$ cat src/hw/ofsa_pkg.sv
// Shared constants for the output fault and status aggregator
package ofsa_pkg;
   localparam int          OFSA_NUM_CH        = 6;
   localparam int          OFSA_CLK_HZ        = 50_000_000;
   localparam int          OFSA_RPI_US        = 1000;
   localparam int          OFSA_RPI_CYCLES    = OFSA_CLK_HZ / 1_000_000 * OFSA_RPI_US;
   localparam int          OFSA_FULL_SCALE    = 65535;
   // Hold window is 0.1 % of full scale, held as parts per thousand
   localparam int          OFSA_HOLD_PER_MILLE = 1;
   localparam int          OFSA_MILLE         = 1000;

   // Register byte offsets
   localparam logic [7:0]  OFSA_ADR_MODULE    = 8'h00;
   localparam logic [7:0]  OFSA_ADR_CHANNEL   = 8'h04;
   localparam logic [7:0]  OFSA_ADR_STATUS0   = 8'h08;
   localparam logic [7:0]  OFSA_ADR_STATUS5   = 8'h1C;
   localparam logic [7:0]  OFSA_ADR_LATCH_EN  = 8'h20;
   localparam logic [7:0]  OFSA_ADR_UNLATCH   = 8'h24;
   localparam logic [7:0]  OFSA_ADR_CONTROL   = 8'h28;

   // Module summary word bit positions
   localparam int          OFSA_MF_ANALOG_GRP = 15;
   localparam int          OFSA_MF_UNUSED     = 14;
   localparam int          OFSA_MF_OUTPUT_GRP = 13;
   localparam int          OFSA_MF_CALIBRATING = 12;
   localparam int          OFSA_MF_CAL_ERR    = 11;

   // Channel condition word bit positions
   localparam int          OFSA_CS_NAN        = 5;
   localparam int          OFSA_CS_CAL_ERR    = 4;
   localparam int          OFSA_CS_HOLD       = 3;
   localparam int          OFSA_CS_SLEW       = 2;
   localparam int          OFSA_CS_LOW        = 1;
   localparam int          OFSA_CS_HIGH       = 0;

   // Forced channel fault patterns
   localparam logic [15:0] OFSA_CF_CAL_PATTERN  = 16'h003F;
   localparam logic [15:0] OFSA_CF_COMM_PATTERN = 16'hFFFF;

   // IEEE single precision fields
   localparam int          OFSA_FLT_EXP_MSB   = 30;
   localparam int          OFSA_FLT_EXP_LSB   = 23;
   localparam int          OFSA_FLT_MAN_MSB   = 22;

   // Reset values of software registers and the publish enable bit of the control word
   localparam logic [5:0]  OFSA_LATCH_RST     = 6'h00;
   localparam logic        OFSA_PUB_EN_RST    = 1'b1;
   localparam int          OFSA_CTRL_PUB_EN   = 0;
endpackage

$ cat src/hw/ofsa_channel_cell.sv
// Per-channel condition word and output value holder
module ofsa_channel_cell
   import ofsa_pkg::*;
#(
   parameter int FULL_SCALE = OFSA_FULL_SCALE
)
(
   input  wire logic        clk_i,
   input  wire logic        rst_i,
   input  wire logic        latch_en_i,
   input  wire logic        unlatch_i,
   input  wire logic        above_high_i,
   input  wire logic        below_low_i,
   input  wire logic        slew_exceed_i,
   input  wire logic        cal_error_i,
   input  wire logic        hold_start_i,
   input  wire logic        req_valid_i,
   input  wire logic [31:0] req_value_i,
   input  wire logic [31:0] echo_value_i,
   output logic      [7:0]  status_o,
   output logic      [31:0] drive_value_o
);

   localparam logic [32:0] HOLD_TOL = 33'(FULL_SCALE * OFSA_HOLD_PER_MILLE / OFSA_MILLE);

   logic        high_q;
   logic        low_q;
   logic        slew_q;
   logic        hold_q;
   logic        nan_q;
   logic        calerr_q;
   logic        req_nan;
   logic [32:0] diff;
   logic [32:0] diff_abs;
   logic        in_window;

   assign req_nan   = (&req_value_i[OFSA_FLT_EXP_MSB:OFSA_FLT_EXP_LSB])
                      && (|req_value_i[OFSA_FLT_MAN_MSB:0]);
   assign diff      = {req_value_i[31], req_value_i} - {echo_value_i[31], echo_value_i};
   assign diff_abs  = diff[32] ? (~diff + 33'h0_0000_0001) : diff;
   assign in_window = (diff_abs <= HOLD_TOL);

   ////////////////////////////////////////////////////////////////////////////
   // Alarms follow the condition; with latching they stay until unlatched
   always_ff @(posedge clk_i)
   begin
      if (rst_i)
      begin
         high_q <= 1'b0;
         low_q  <= 1'b0;
         slew_q <= 1'b0;
      end
      else
      begin
         // A live condition wins over an unlatch in the same cycle
         high_q <= above_high_i  | (latch_en_i & high_q & ~unlatch_i);
         low_q  <= below_low_i   | (latch_en_i & low_q  & ~unlatch_i);
         slew_q <= slew_exceed_i | (latch_en_i & slew_q & ~unlatch_i);
      end
   end

   always_ff @(posedge clk_i)
   begin
      if (rst_i)
         calerr_q <= 1'b0;
      else
         calerr_q <= cal_error_i;
   end

   ////////////////////////////////////////////////////////////////////////////
   // Hold flag: start wins over release
   always_ff @(posedge clk_i)
   begin
      if (rst_i)
         hold_q <= 1'b0;
      else if (hold_start_i)
         hold_q <= 1'b1;
      else if (req_valid_i && !req_nan && in_window)
         hold_q <= 1'b0;
   end

   ////////////////////////////////////////////////////////////////////////////
   // Invalid float keeps the last good output value
   always_ff @(posedge clk_i)
   begin
      if (rst_i)
      begin
         nan_q         <= 1'b0;
         drive_value_o <= 32'h0000_0000;
      end
      else if (req_valid_i)
      begin
         nan_q <= req_nan;
         if (!req_nan && !hold_q)
            drive_value_o <= req_value_i;
      end
   end

   // Bits 7 and 6 tie low
   assign status_o = {2'b00, nan_q, calerr_q, hold_q, slew_q, low_q, high_q};

endmodule

$ cat src/hw/ofsa_top.sv
// Fault and status aggregator for a six-channel analog output module
////////////////////////////////////////////////////////////////////////////////
//
// The implementer's own choices: the placing of the registers and the Wishbone interface to the registers.
module ofsa_top
   import ofsa_pkg::*;
#(
   parameter int RPI_CYCLES = OFSA_RPI_CYCLES,
   parameter int FULL_SCALE = OFSA_FULL_SCALE
)
(
   input  wire logic                      clk_i,
   input  wire logic                      rst_i,
   // Wishbone slave
   input  wire logic                      wb_cyc_i,
   input  wire logic                      wb_stb_i,
   input  wire logic                      wb_we_i,
   input  wire logic [7:0]                wb_adr_i,
   input  wire logic [3:0]                wb_sel_i,
   input  wire logic [31:0]               wb_dat_i,
   output logic      [31:0]               wb_dat_o,
   output logic                           wb_ack_o,
   // Channel conditions
   input  wire logic                      comm_lost_i,
   input  wire logic [OFSA_NUM_CH-1:0]    cal_active_i,
   input  wire logic [OFSA_NUM_CH-1:0]    cal_error_i,
   input  wire logic [OFSA_NUM_CH-1:0]    above_high_i,
   input  wire logic [OFSA_NUM_CH-1:0]    below_low_i,
   input  wire logic [OFSA_NUM_CH-1:0]    slew_exceed_i,
   input  wire logic [OFSA_NUM_CH-1:0]    hold_start_i,
   input  wire logic [OFSA_NUM_CH-1:0]    req_valid_i,
   input  wire logic [OFSA_NUM_CH*32-1:0] req_value_i,
   input  wire logic [OFSA_NUM_CH*32-1:0] echo_value_i,
   // Channel drive
   output logic      [OFSA_NUM_CH*32-1:0] drive_value_o,
   // Published frame
   output logic                           frame_valid_o,
   output logic      [15:0]               frame_module_o,
   output logic      [15:0]               frame_channel_o,
   output logic      [OFSA_NUM_CH*8-1:0]  frame_status_o,
   output logic      [OFSA_NUM_CH*32-1:0] frame_echo_o
);

   localparam int         RPI_W    = (RPI_CYCLES > 2) ? $clog2(RPI_CYCLES) : 1;
   localparam logic [RPI_W-1:0] RPI_LAST = RPI_W'(RPI_CYCLES - 1);

   ////////////////////////////////////////////////////////////////////////////
   // Elaboration checks
   generate
      if (RPI_CYCLES < 2)
      begin : g_bad_rpi
         $error("RPI_CYCLES must be at least 2");
      end

      if (FULL_SCALE < OFSA_MILLE)
      begin : g_bad_fs
         $error("FULL_SCALE too small for a 0.1 percent window");
      end

      // The index into the condition words is three bits wide
      if (OFSA_NUM_CH > 8)
      begin : g_bad_ch
         $error("OFSA_NUM_CH above 8");
      end

      if (OFSA_ADR_STATUS5 != OFSA_ADR_STATUS0 + 8'(4 * (OFSA_NUM_CH - 1)))
      begin : g_bad_map
         $error("Condition word map does not match OFSA_NUM_CH");
      end
   endgenerate

   logic [7:0]             status   [OFSA_NUM_CH];
   logic [OFSA_NUM_CH-1:0] limit_fault;
   logic [OFSA_NUM_CH-1:0] ch_calerr;
   logic [5:0]             latch_en_q;
   logic [5:0]             unlatch_q;
   logic                   pub_en_q;
   logic [15:0]            chf_d;
   logic [15:0]            chf_q;
   logic [15:0]            mf_d;
   logic [15:0]            mf_q;
   logic [RPI_W-1:0]       rpi_cnt_q;
   logic                   rpi_tick;
   logic                   wb_req;
   logic                   wb_wr;
   logic [31:0]            rd_d;
   logic [7:0]             st_off;
   logic [2:0]             st_idx;

   ////////////////////////////////////////////////////////////////////////////
   // Channel cells
   generate
      for (genvar i = 0; i < OFSA_NUM_CH; i++)
      begin : g_ch
         ofsa_channel_cell #(
            .FULL_SCALE    (FULL_SCALE)
         ) u_cell (
            .clk_i         (clk_i),
            .rst_i         (rst_i),
            .latch_en_i    (latch_en_q[i]),
            .unlatch_i     (unlatch_q[i]),
            .above_high_i  (above_high_i[i]),
            .below_low_i   (below_low_i[i]),
            .slew_exceed_i (slew_exceed_i[i]),
            .cal_error_i   (cal_error_i[i]),
            .hold_start_i  (hold_start_i[i]),
            .req_valid_i   (req_valid_i[i]),
            .req_value_i   (req_value_i[i*32 +: 32]),
            .echo_value_i  (echo_value_i[i*32 +: 32]),
            .status_o      (status[i]),
            .drive_value_o (drive_value_o[i*32 +: 32])
         );

         // NaN, hold and slew stay out of the channel fault word
         assign limit_fault[i] = status[i][OFSA_CS_LOW] | status[i][OFSA_CS_HIGH];
         assign ch_calerr[i]   = status[i][OFSA_CS_CAL_ERR];
      end
   endgenerate

   ////////////////////////////////////////////////////////////////////////////
   // Channel fault word and module summary
   // Link loss outranks calibration, so the owner sees FFFF first
   always_comb
   begin
      chf_d = 16'h0000;
      if (comm_lost_i)
         chf_d = OFSA_CF_COMM_PATTERN;
      else if (|cal_active_i)
         chf_d = OFSA_CF_CAL_PATTERN;
      else
         chf_d[OFSA_NUM_CH-1:0] = limit_fault;
   end

   always_comb
   begin
      mf_d                      = 16'h0000;
      // Group bits track the word directly, so they drop with it
      mf_d[OFSA_MF_ANALOG_GRP]  = |chf_d;
      mf_d[OFSA_MF_OUTPUT_GRP]  = |chf_d;
      mf_d[OFSA_MF_CALIBRATING] = |cal_active_i;
      mf_d[OFSA_MF_CAL_ERR]     = |ch_calerr;
      mf_d[OFSA_MF_UNUSED]      = 1'b0;
   end

   // Both words register on the same edge, so summary and fault word agree
   always_ff @(posedge clk_i)
   begin
      if (rst_i)
      begin
         chf_q <= 16'h0000;
         mf_q  <= 16'h0000;
      end
      else
      begin
         chf_q <= chf_d;
         mf_q  <= mf_d;
      end
   end

   ////////////////////////////////////////////////////////////////////////////
   // Publish interval divider
   // The rate is an enable pulse on the one clock, never a derived clock
   assign rpi_tick = (rpi_cnt_q == RPI_LAST);

   always_ff @(posedge clk_i)
   begin
      if (rst_i)
         rpi_cnt_q <= '0;
      else if (rpi_tick)
         rpi_cnt_q <= '0;
      else
         rpi_cnt_q <= rpi_cnt_q + RPI_W'(1);
   end

   ////////////////////////////////////////////////////////////////////////////
   // Published frame: one snapshot of all words with the echo data
   // Registered words are copied; fault word and summary bits made from the condition words lag those words by one cycle
   always_ff @(posedge clk_i)
   begin
      if (rst_i)
         frame_valid_o <= 1'b0;
      else
         frame_valid_o <= rpi_tick & pub_en_q;
   end

   always_ff @(posedge clk_i)
   begin
      if (rst_i)
      begin
         frame_module_o  <= 16'h0000;
         frame_channel_o <= 16'h0000;
         frame_echo_o    <= '0;
      end
      else if (rpi_tick && pub_en_q)
      begin
         frame_module_o  <= mf_q;
         frame_channel_o <= chf_q;
         frame_echo_o    <= echo_value_i;
      end
   end

   generate
      for (genvar j = 0; j < OFSA_NUM_CH; j++)
      begin : g_frame
         always_ff @(posedge clk_i)
         begin
            if (rst_i)
               frame_status_o[j*8 +: 8] <= 8'h00;
            else if (rpi_tick && pub_en_q)
               frame_status_o[j*8 +: 8] <= status[j];
         end
      end
   endgenerate

   ////////////////////////////////////////////////////////////////////////////
   // Wishbone slave: ack one cycle after the request, dropped after one cycle
   assign wb_req = wb_cyc_i & wb_stb_i & ~wb_ack_o;
   assign wb_wr  = wb_req & wb_we_i & wb_sel_i[0];
   assign st_off = wb_adr_i - OFSA_ADR_STATUS0;
   assign st_idx = st_off[4:2];

   // Registered ack: one wait state, and never two acks in a row
   always_ff @(posedge clk_i)
   begin
      if (rst_i)
         wb_ack_o <= 1'b0;
      else
         wb_ack_o <= wb_req;
   end

   // Writes land on the edge that raises ack, while the request still stands
   always_ff @(posedge clk_i)
   begin
      if (rst_i)
         latch_en_q <= OFSA_LATCH_RST;
      else if (wb_wr && wb_adr_i == OFSA_ADR_LATCH_EN)
         latch_en_q <= wb_dat_i[5:0];
   end

   always_ff @(posedge clk_i)
   begin
      if (rst_i)
         pub_en_q <= OFSA_PUB_EN_RST;
      else if (wb_wr && wb_adr_i == OFSA_ADR_CONTROL)
         pub_en_q <= wb_dat_i[OFSA_CTRL_PUB_EN];
   end

   // Unlatch is a one-cycle strobe; a write of zero does nothing
   always_ff @(posedge clk_i)
   begin
      if (rst_i)
         unlatch_q <= 6'h00;
      else if (wb_wr && wb_adr_i == OFSA_ADR_UNLATCH)
         unlatch_q <= wb_dat_i[5:0];
      else
         unlatch_q <= 6'h00;
   end

   // Unmapped and write-only addresses read zero but still ack
   always_comb
   begin
      rd_d = 32'h0000_0000;
      if (wb_adr_i == OFSA_ADR_MODULE)
         rd_d = {16'h0000, mf_q};
      else if (wb_adr_i == OFSA_ADR_CHANNEL)
         rd_d = {16'h0000, chf_q};
      else if (wb_adr_i >= OFSA_ADR_STATUS0 && wb_adr_i <= OFSA_ADR_STATUS5
               && wb_adr_i[1:0] == 2'b00)
         rd_d = {24'h00_0000, status[st_idx]};
      else if (wb_adr_i == OFSA_ADR_LATCH_EN)
         rd_d = {26'h000_0000, latch_en_q};
      else if (wb_adr_i == OFSA_ADR_CONTROL)
         rd_d = {31'h0000_0000, pub_en_q};
      else
         rd_d = 32'h0000_0000;
   end

   always_ff @(posedge clk_i)
   begin
      if (rst_i)
         wb_dat_o <= 32'h0000_0000;
      else if (wb_req && !wb_we_i)
         wb_dat_o <= rd_d;
      else
         wb_dat_o <= 32'h0000_0000;
   end

endmodule

$ cat config.mk
export PLATFORM = sky130hd
export DESIGN_NAME = ofsa_top
export DESIGN_NICKNAME = d
export VERILOG_FILES = /design/src/hw/ofsa_pkg.sv /design/src/hw/ofsa_channel_cell.sv /design/src/hw/ofsa_top.sv
export SDC_FILE = /design/constraint.sdc
export NUM_CORES = 2
export LEC_CHECK = 0
export BUFFER_PORTS_ARGS = -buffer_cell sky130_fd_sc_hd__buf_2
export CORE_AREA = 2 2 374 376
export CTS_BUF_LIST = sky130_fd_sc_hd__clkbuf_8
export CTS_CLUSTER_DIAMETER = 200
export DETAILED_ROUTE_END_ITERATION = 8
export DIE_AREA = 0 0 376 378
export PLACE_DENSITY_LB_ADDON = 0.1
export REMOVE_ABC_BUFFERS = 1
export SYNTH_ARGS = -nofsm -noshare
export SYNTH_HDL_FRONTEND = slang
export SYNTH_SLANG_ARGS = --single-unit
$ cat constraint.sdc
create_clock -name clk_i -period 6.7 [get_ports clk_i]
set_clock_uncertainty 0.2 [all_clocks]
set_input_delay 0.67 -clock clk_i [delete_from_list [all_inputs] [get_ports clk_i]]
set_output_delay 0.67 -clock clk_i [all_outputs]
set_load 0.01 [all_outputs]
# Yosys cells after proc, flatten, opt, wreduce, memory -nomap -nowiden
# Cells that the tools add are included.
[word_totals]
ff_bits = 582
input_bits = 476
output_inout_bits = 498
elab_cells = 276
[op_classes]
n_addsub = 14
magnitude_cmp = 9
eq_ne = 5
n_mux = 28
bitwise_logic = 81
reduce_logical = 77
[ops]
columns = ["operator", "n"]
rows = [
  ["$add 33x1->33 const B", 6],
  ["$le 33x7->1 const B", 6],
  ["$mux 33", 6],
  ["$not 33->33", 6],
  ["$sub 32x32->33", 6],
  ["$reduce_or 23->1", 6],
  ["$mux 16", 3],
  ["$reduce_and 8->1", 6],
  ["$and 1x1->1", 41],
  ["$logic_and 1x1->1", 31],
  ["$bmux 8 s3", 1],
  ["$eq 8x6->1 const B", 3],
  ["$mux 8", 3],
  ["$or 1x1->1", 24],
  ["$reduce_or 6->1", 3],
  ["$add 16x1->16 const B", 1],
  ["$eq 16x16->1 const B", 1],
  ["$reduce_or 16->1", 1],
  ["$logic_not 1->1", 13],
  ["$mux 1", 13],
  ["$mux 6", 2],
  ["$reduce_and 2->1", 6],
  ["$reduce_bool 2->1", 6],
  ["$not 1->1", 9],
  ["9 further kinds", 11],
]

# Longest topological paths before layout
[depth]
word_depth = 8
ltp_mapped = 17
mapped_depth_nobuf = 15

# Hierarchy
# A second synthesis with hierarchy kept.
[unflattened]
hier_cells = 5386
hier_area_um2 = 42351.9
[by_module_without_submodules]
columns = ["mod", "instances", "cells_per_inst", "area_per_inst_um2", "seq_area_each_um2"]
rows = [
  ["ofsa_channel_cell at g_ch[0].u_cell ...", 5, 654, 4837.1, 760.7],
  ["ofsa_top", 1, 1478, 13496.7, 6065.8],
  ["ofsa_channel_cell at g_ch[1].u_cell", 1, 638, 4669.5, 760.7],
]

# Worst setup path after synthesis
# No wires, ideal clock.
[synth_path]
path_kind = "input to register"
from = "in req_value_i[128]"
to = "reg g_ch[4].u_cell.hold_q"
setup_time_ns = 0.131
arrival_time_ns = 4.673
t_required_ns = 6.369
setup_slack_ns = 1.697
stages = 14
path_buffers = 0
cell_sequence = "inv_1 > ha_1 > fa_1 > nand2b_1 > nand2_1 > a31oi_1 > or4_4 > or3_4 > or4b_4 > or4_4 > nor4_2 > mux2_1 > a2111oi_1 > a31oi_1"
[synth_via]
elab_chain_len = 7
elab_cells_between_ends = 11
classes_between = "add/sub: 2; order compare: 1; mux: 1; bitwise: 1; reduce/logical: 6"
[synth_rtl]
columns = ["element", "line", "rtl"]
rows = [
  ["from (decl)", "ofsa_top.sv:32", "input wire logic [OFSA_NUM_CH*32-1:0] req_value_i,"],
  ["$sub 32x32->33", "ofsa_channel_cell.sv:39", "assign diff = {req_value_i[31], req_value_i} - {echo_value_i[31], echo_value_i};"],
  ["$not 33->33", "ofsa_channel_cell.sv:40", "assign diff_abs = diff[32] ? (~diff + 33'h0_0000_0001) : diff;"],
  ["$add 33x1->33", "ofsa_channel_cell.sv:40", ""],
  ["$mux 33", "ofsa_channel_cell.sv:40", ""],
  ["$le 33x7->1", "ofsa_channel_cell.sv:41", "assign in_window = (diff_abs <= HOLD_TOL);"],
  ["$logic_and 1x1->1 (*)", "ofsa_channel_cell.sv:78", "else if (req_valid_i && !req_nan && in_window)"],
  ["$reduce_bool 2->1 (no line) (*)", "--", ""],
  ["to (signal assigned)", "ofsa_channel_cell.sv:75", "hold_q <= 1'b0;"],
  ["to (signal assigned)", "ofsa_channel_cell.sv:77", "hold_q <= 1'b1;"],
  ["to (signal assigned)", "ofsa_channel_cell.sv:79", "hold_q <= 1'b0;"],
  ["to (decl)", "ofsa_channel_cell.sv:29", "logic hold_q;"],
]
# Every way passes the cells marked *; elsewhere a longest branch is shown, timed or not.
# A chain may end at the register's enable or synchronous reset.

# Worst setup path in the final report
[layout_path]
from = "in req_value_i[32]"
to = "reg g_ch[1].u_cell.hold_q"
[layout_via]
elab_chain_len = 7
elab_cells_between_ends = 11
classes_between = "add/sub: 2; order compare: 1; mux: 1; bitwise: 1; reduce/logical: 6"
[layout_rtl]
columns = ["element", "line"]
rows = [
  ["$sub 32x32->33", "ofsa_channel_cell.sv:39"],
  ["$not 33->33", "ofsa_channel_cell.sv:40"],
  ["$add 33x1->33", "ofsa_channel_cell.sv:40"],
  ["$mux 33", "ofsa_channel_cell.sv:40"],
  ["$le 33x7->1", "ofsa_channel_cell.sv:41"],
  ["$logic_and 1x1->1 (*)", "ofsa_channel_cell.sv:78"],
  ["$reduce_bool 2->1 (no line) (*)", "--"],
  ["to (signal assigned)", "ofsa_channel_cell.sv:75"],
  ["to (signal assigned)", "ofsa_channel_cell.sv:77"],
  ["to (signal assigned)", "ofsa_channel_cell.sv:79"],
  ["to (decl)", "ofsa_channel_cell.sv:29"],
]
# Marks and branches as above.

==> flow_summary.json <==
{
  "max_slew_margin_pct": 21.3,
  "vdd_drop_max_mv": 0.139,
  "hold_ws_ns": 0.0859,
  "p_sw_share_pct": 36.8,
  "clockBufferDepth": 3,
  "fmax_mhz": 184,
  "area_delta_synth_final_pct": 32.0,
  "die_area_um2": 142000,
  "cts_buffers": 99,
  "intPower_mw": 6.23,
  "synthesis.area_um2": 38500,
  "arrival_ns": 5.90,
  "maxCapViolCount": 0,
  "vias_per_cell": 5.22,
  "switchingPower_mw": 3.63,
  "critPathKind": "input port to flop",
  "worstHoldPathCells": 3,
  "grt_overflow_total": 0,
  "power_frac_comb_pct": 32.9,
  "setup_tns_ns": 0,
  "grt_use_total_pct": 23.0,
  "synth_xor_area_share_pct": 2.86,
  "drtIter0Drc": 2771,
  "layout.nets": 7139,
  "rr_worst_depth": 8,
  "worst_pin_slew_ns": 1.17,
  "drive_above_1_share_pct": 18.5,
  "dp.final_hpwl_um": 135000,
  "cts.clk_slew.worst_paths_ns": 0.05,
  "drt_pass1_iterations": 9,
  "max_stage_delay_ns": 0.61,
  "root_buffer": "clkbuf_8",
  "synth_simple_gate_area_share_pct": 26.7,
  "status": "finished, final reports clean",
  "stdcell_area_um2": 50900,
  "synth_area_per_cell_um2": 7.32,
  "post_cts_resize_count": 0,
  "core_area_um2": 139000,
  "synth_top_family_by_area": "simple AND/OR/NAND/NOR gates",
  "place_congestion": 0.898,
  "io_pins": 974,
  "power_density_nw_per_um2": 194,
  "wl_per_cell_um": 20.6,
  "port_buffers": 904,
  "htreeDepth": 3,
  "syn-instance-count": 5267,
  "startpoint_type": "input port",
  "route.detailed.drc": 0,
  "synth.distinct_cells": 100,
  "crit_fanout": 8,
  "cts_tree": "yes",
  "synth.area.mux_share_pct": 6.54,
  "synth_compound_area_share_pct": 23.8,
  "ant_nets": 0,
  "period_minus_slack_ns": 5.45,
  "critPathSlowestCell": "or4b_1",
  "rows": 137,
  "async_reset_ff_share_pct": 0,
  "ys_seq_elements": 518,
  "hold_violations": 0,
  "synth-main-ff-cell": "dfxtp_1",
  "p_leak_nw": 22.6,
  "fin_crit_sh_pct": 81.3,
  "antenna_found_initial": 13,
  "routed_wl_um": 172000,
  "synth_fa_ha_area_share_pct": 6.77,
  "grt_max_degree": 120,
  "start_util_pct": 27.8,
  "rsz0062_at_grt": "false",
  "hold_path_class": "input port to flop",
  "p_clk_share_pct": 34.4,
  "sequentialPowerShare_pct": 32.8,
  "clk_latency_ns": 0.86,
  "die_x_um": 376,
  "crit_chain": "dlygate4sd3_1, buf_2, inv_1, ha_1, fa_1, nand2b_1, a21oi_1, o21a_1, o21ai_0, a22oi_1, or4b_1, nor3_1, nand2_1, nor4_1, mux2_2, a2111oi_0, a211oi_1",
  "yosysSeqAreaShare_pct": 26.9,
  "die_height_um": 378,
  "slew_viol_final": 0,
  "grt_pass1_vias": 41600,
  "final-setup-viol-count": 0,
  "synth_edf_count": 0,
  "cp.required_ns": 7.15,
  "grt_pass1_wl_um": 254000,
  "ys_warn_count": 0,
  "num_vias": 43500,
  "placed_cell_area_um2": 44400,
  "end_kind": "flop",
  "cts_sinks": 518
}
[cell usage in the layout, fill, tap and decap left out, types with 46 or more instances in the layout]
| cell | count |
|---|---|
| buf_2 | 903 |
| nand2_1 | 773 |
| a21oi_1 | 568 |
| dfxtp_1 | 518 |
| nor2_1 | 515 |
| dlygate4sd3_1 | 431 |
| inv_1 | 291 |
| mux2i_1 | 225 |
| o21ai_0 | 201 |
| ha_1 | 199 |
| nor3_1 | 125 |
| clkbuf_8 | 125 |
| nand3_1 | 121 |
| nand4_1 | 94 |
| nor4_1 | 82 |
| xnor2_1 | 71 |
| o211ai_1 | 68 |
| a21o_1 | 65 |
| a211oi_1 | 60 |
| xor2_1 | 55 |
| or3_1 | 52 |
| and2_1 | 51 |
| or2_2 | 51 |
| nor2b_1 | 46 |
[power by group through the flow]
stage                     clock network (mW)  registers (mW)  logic (mW)
after floorplan                            0            3.31        1.92
after CTS                               3.52            3.23        3.21
after detailed placement                   0            3.30        2.99
after global placement                     0            3.29        2.99
final                                   3.39            3.23        3.24
after global routing                    3.64            3.24        3.56
[cell usage after synthesis (45+ instances only)]
cell        n  area [um2]
nand2_1   774        2910
a21oi_1   568        2840
dfxtp_1   518       10400
nor2_1    515        1930
clkbuf_1  261         980
inv_1     261         980
mux2i_1   225        2250
o21ai_0   201        1010
ha_1      199        2490
nor3_1    125         626
nand3_1   121         606
nand4_1    94         588
nor4_1     84         526
xnor2_1    71         622
o211ai_1   68         510
a21o_1     65         488
a211oi_1   60         450
buf_4      56         420
xor2_1     55         482
and2_1     52         325
or3_1      52         325
or2_2      51         319
nor2b_1    46         288
a31oi_1    45         282
and3_1     45         282
[per-layer routing]
layer	part of all wire (%)	up-vias	global-route usage (%)
li1	-	21400	-
met1	45	20600	30.0
met2	45	1271	37.3
met3	6.2	281	4.60
met4	3.5	4	8.66
met5	0.015	-	0
[sequential cells by signal (all words and copies together), names as in the netlist, 3 cells and up]
signal and cells:
frame_echo_o 192, frame_module_o 3, g_ch.u_cell.slew_q 6, g_ch.u_cell.calerr_q 6, g_ch.u_cell.high_q 6, chf_q 7, unlatch_q 6, frame_status_o 36
g_ch.u_cell.low_q 6, wb_dat_o 11, rpi_cnt_q 16, g_ch.u_cell.nan_q 6, g_ch.u_cell.hold_q 6, mf_q 3, latch_en_q 6, frame_channel_o 7
g_ch.u_cell.drive_value_o 192
[worst max-delay path, delay by kind of cell]
family	cells	cell delay (ns)
buffers and inverters	3	0.72
AO/OA/AOI/OAI	6	1.79
adder cells (fa/ha/maj)	2	0.63
multiplexers	1	0.38
AND/OR/NAND/NOR	5	1.69
[metrics by stage]
stage	std cells	util [%]	total power, mW	setup slack (ns)
floorplan	4977	-	5.23	0.839
global placement	7733	32.1	6.29	1.06
detailed placement	7733	32.1	6.29	1.10
CTS	8338	36.7	9.96	1.42
global route	8343	36.7	10.4	0.930
finish	8346	36.7	9.86	1.25
[path summary, 6_finish.rpt]
check	from	endpoint	slack [ns]
max reg2reg	rpi_cnt_q[9]	frame_echo_o[122]	3.39
max	req_value_i[32]	g_ch[1].u_cell.hold_q	1.25
min reg2reg	frame_echo_o[187]	frame_echo_o[187]	0.25
min	echo_value_i[80]	frame_echo_o[80]	0.09
[kinds of logic (layout without fill, tap and decap cells)]
| logic type | count (synthesis) | count (layout) |
|---|---|---|
| muxes | 245 | 245 |
| other | 1 | 48 |
| AOI/OAI and AO/OA | 1431 | 1431 |
| and+or+nand+nor | 2151 | 2151 |
| adders and majority gates | 205 | 205 |
| buffers and inverters | 590 | 1815 |
| xor gates and xnor gates | 126 | 126 |
| DFF | 518 | 518 |
[cell type report]
class                   count  area [um2]
fillers                 15000       87600
multi-input cells        4198       25900
flip-flops and latches    518       10400
repair buffers           1380        9250
well taps                1807        2260
clock buffers             125        1720
inverters                 261         980
clock inverters            49         380
diodes                      8        20.0
[repair_timing]
item	CTS	global route
hold buffers	431	0
buffers inserted	0	0
hold endpoints to repair	434	0
No activity file was read; power rests on OpenSTA's default activity.
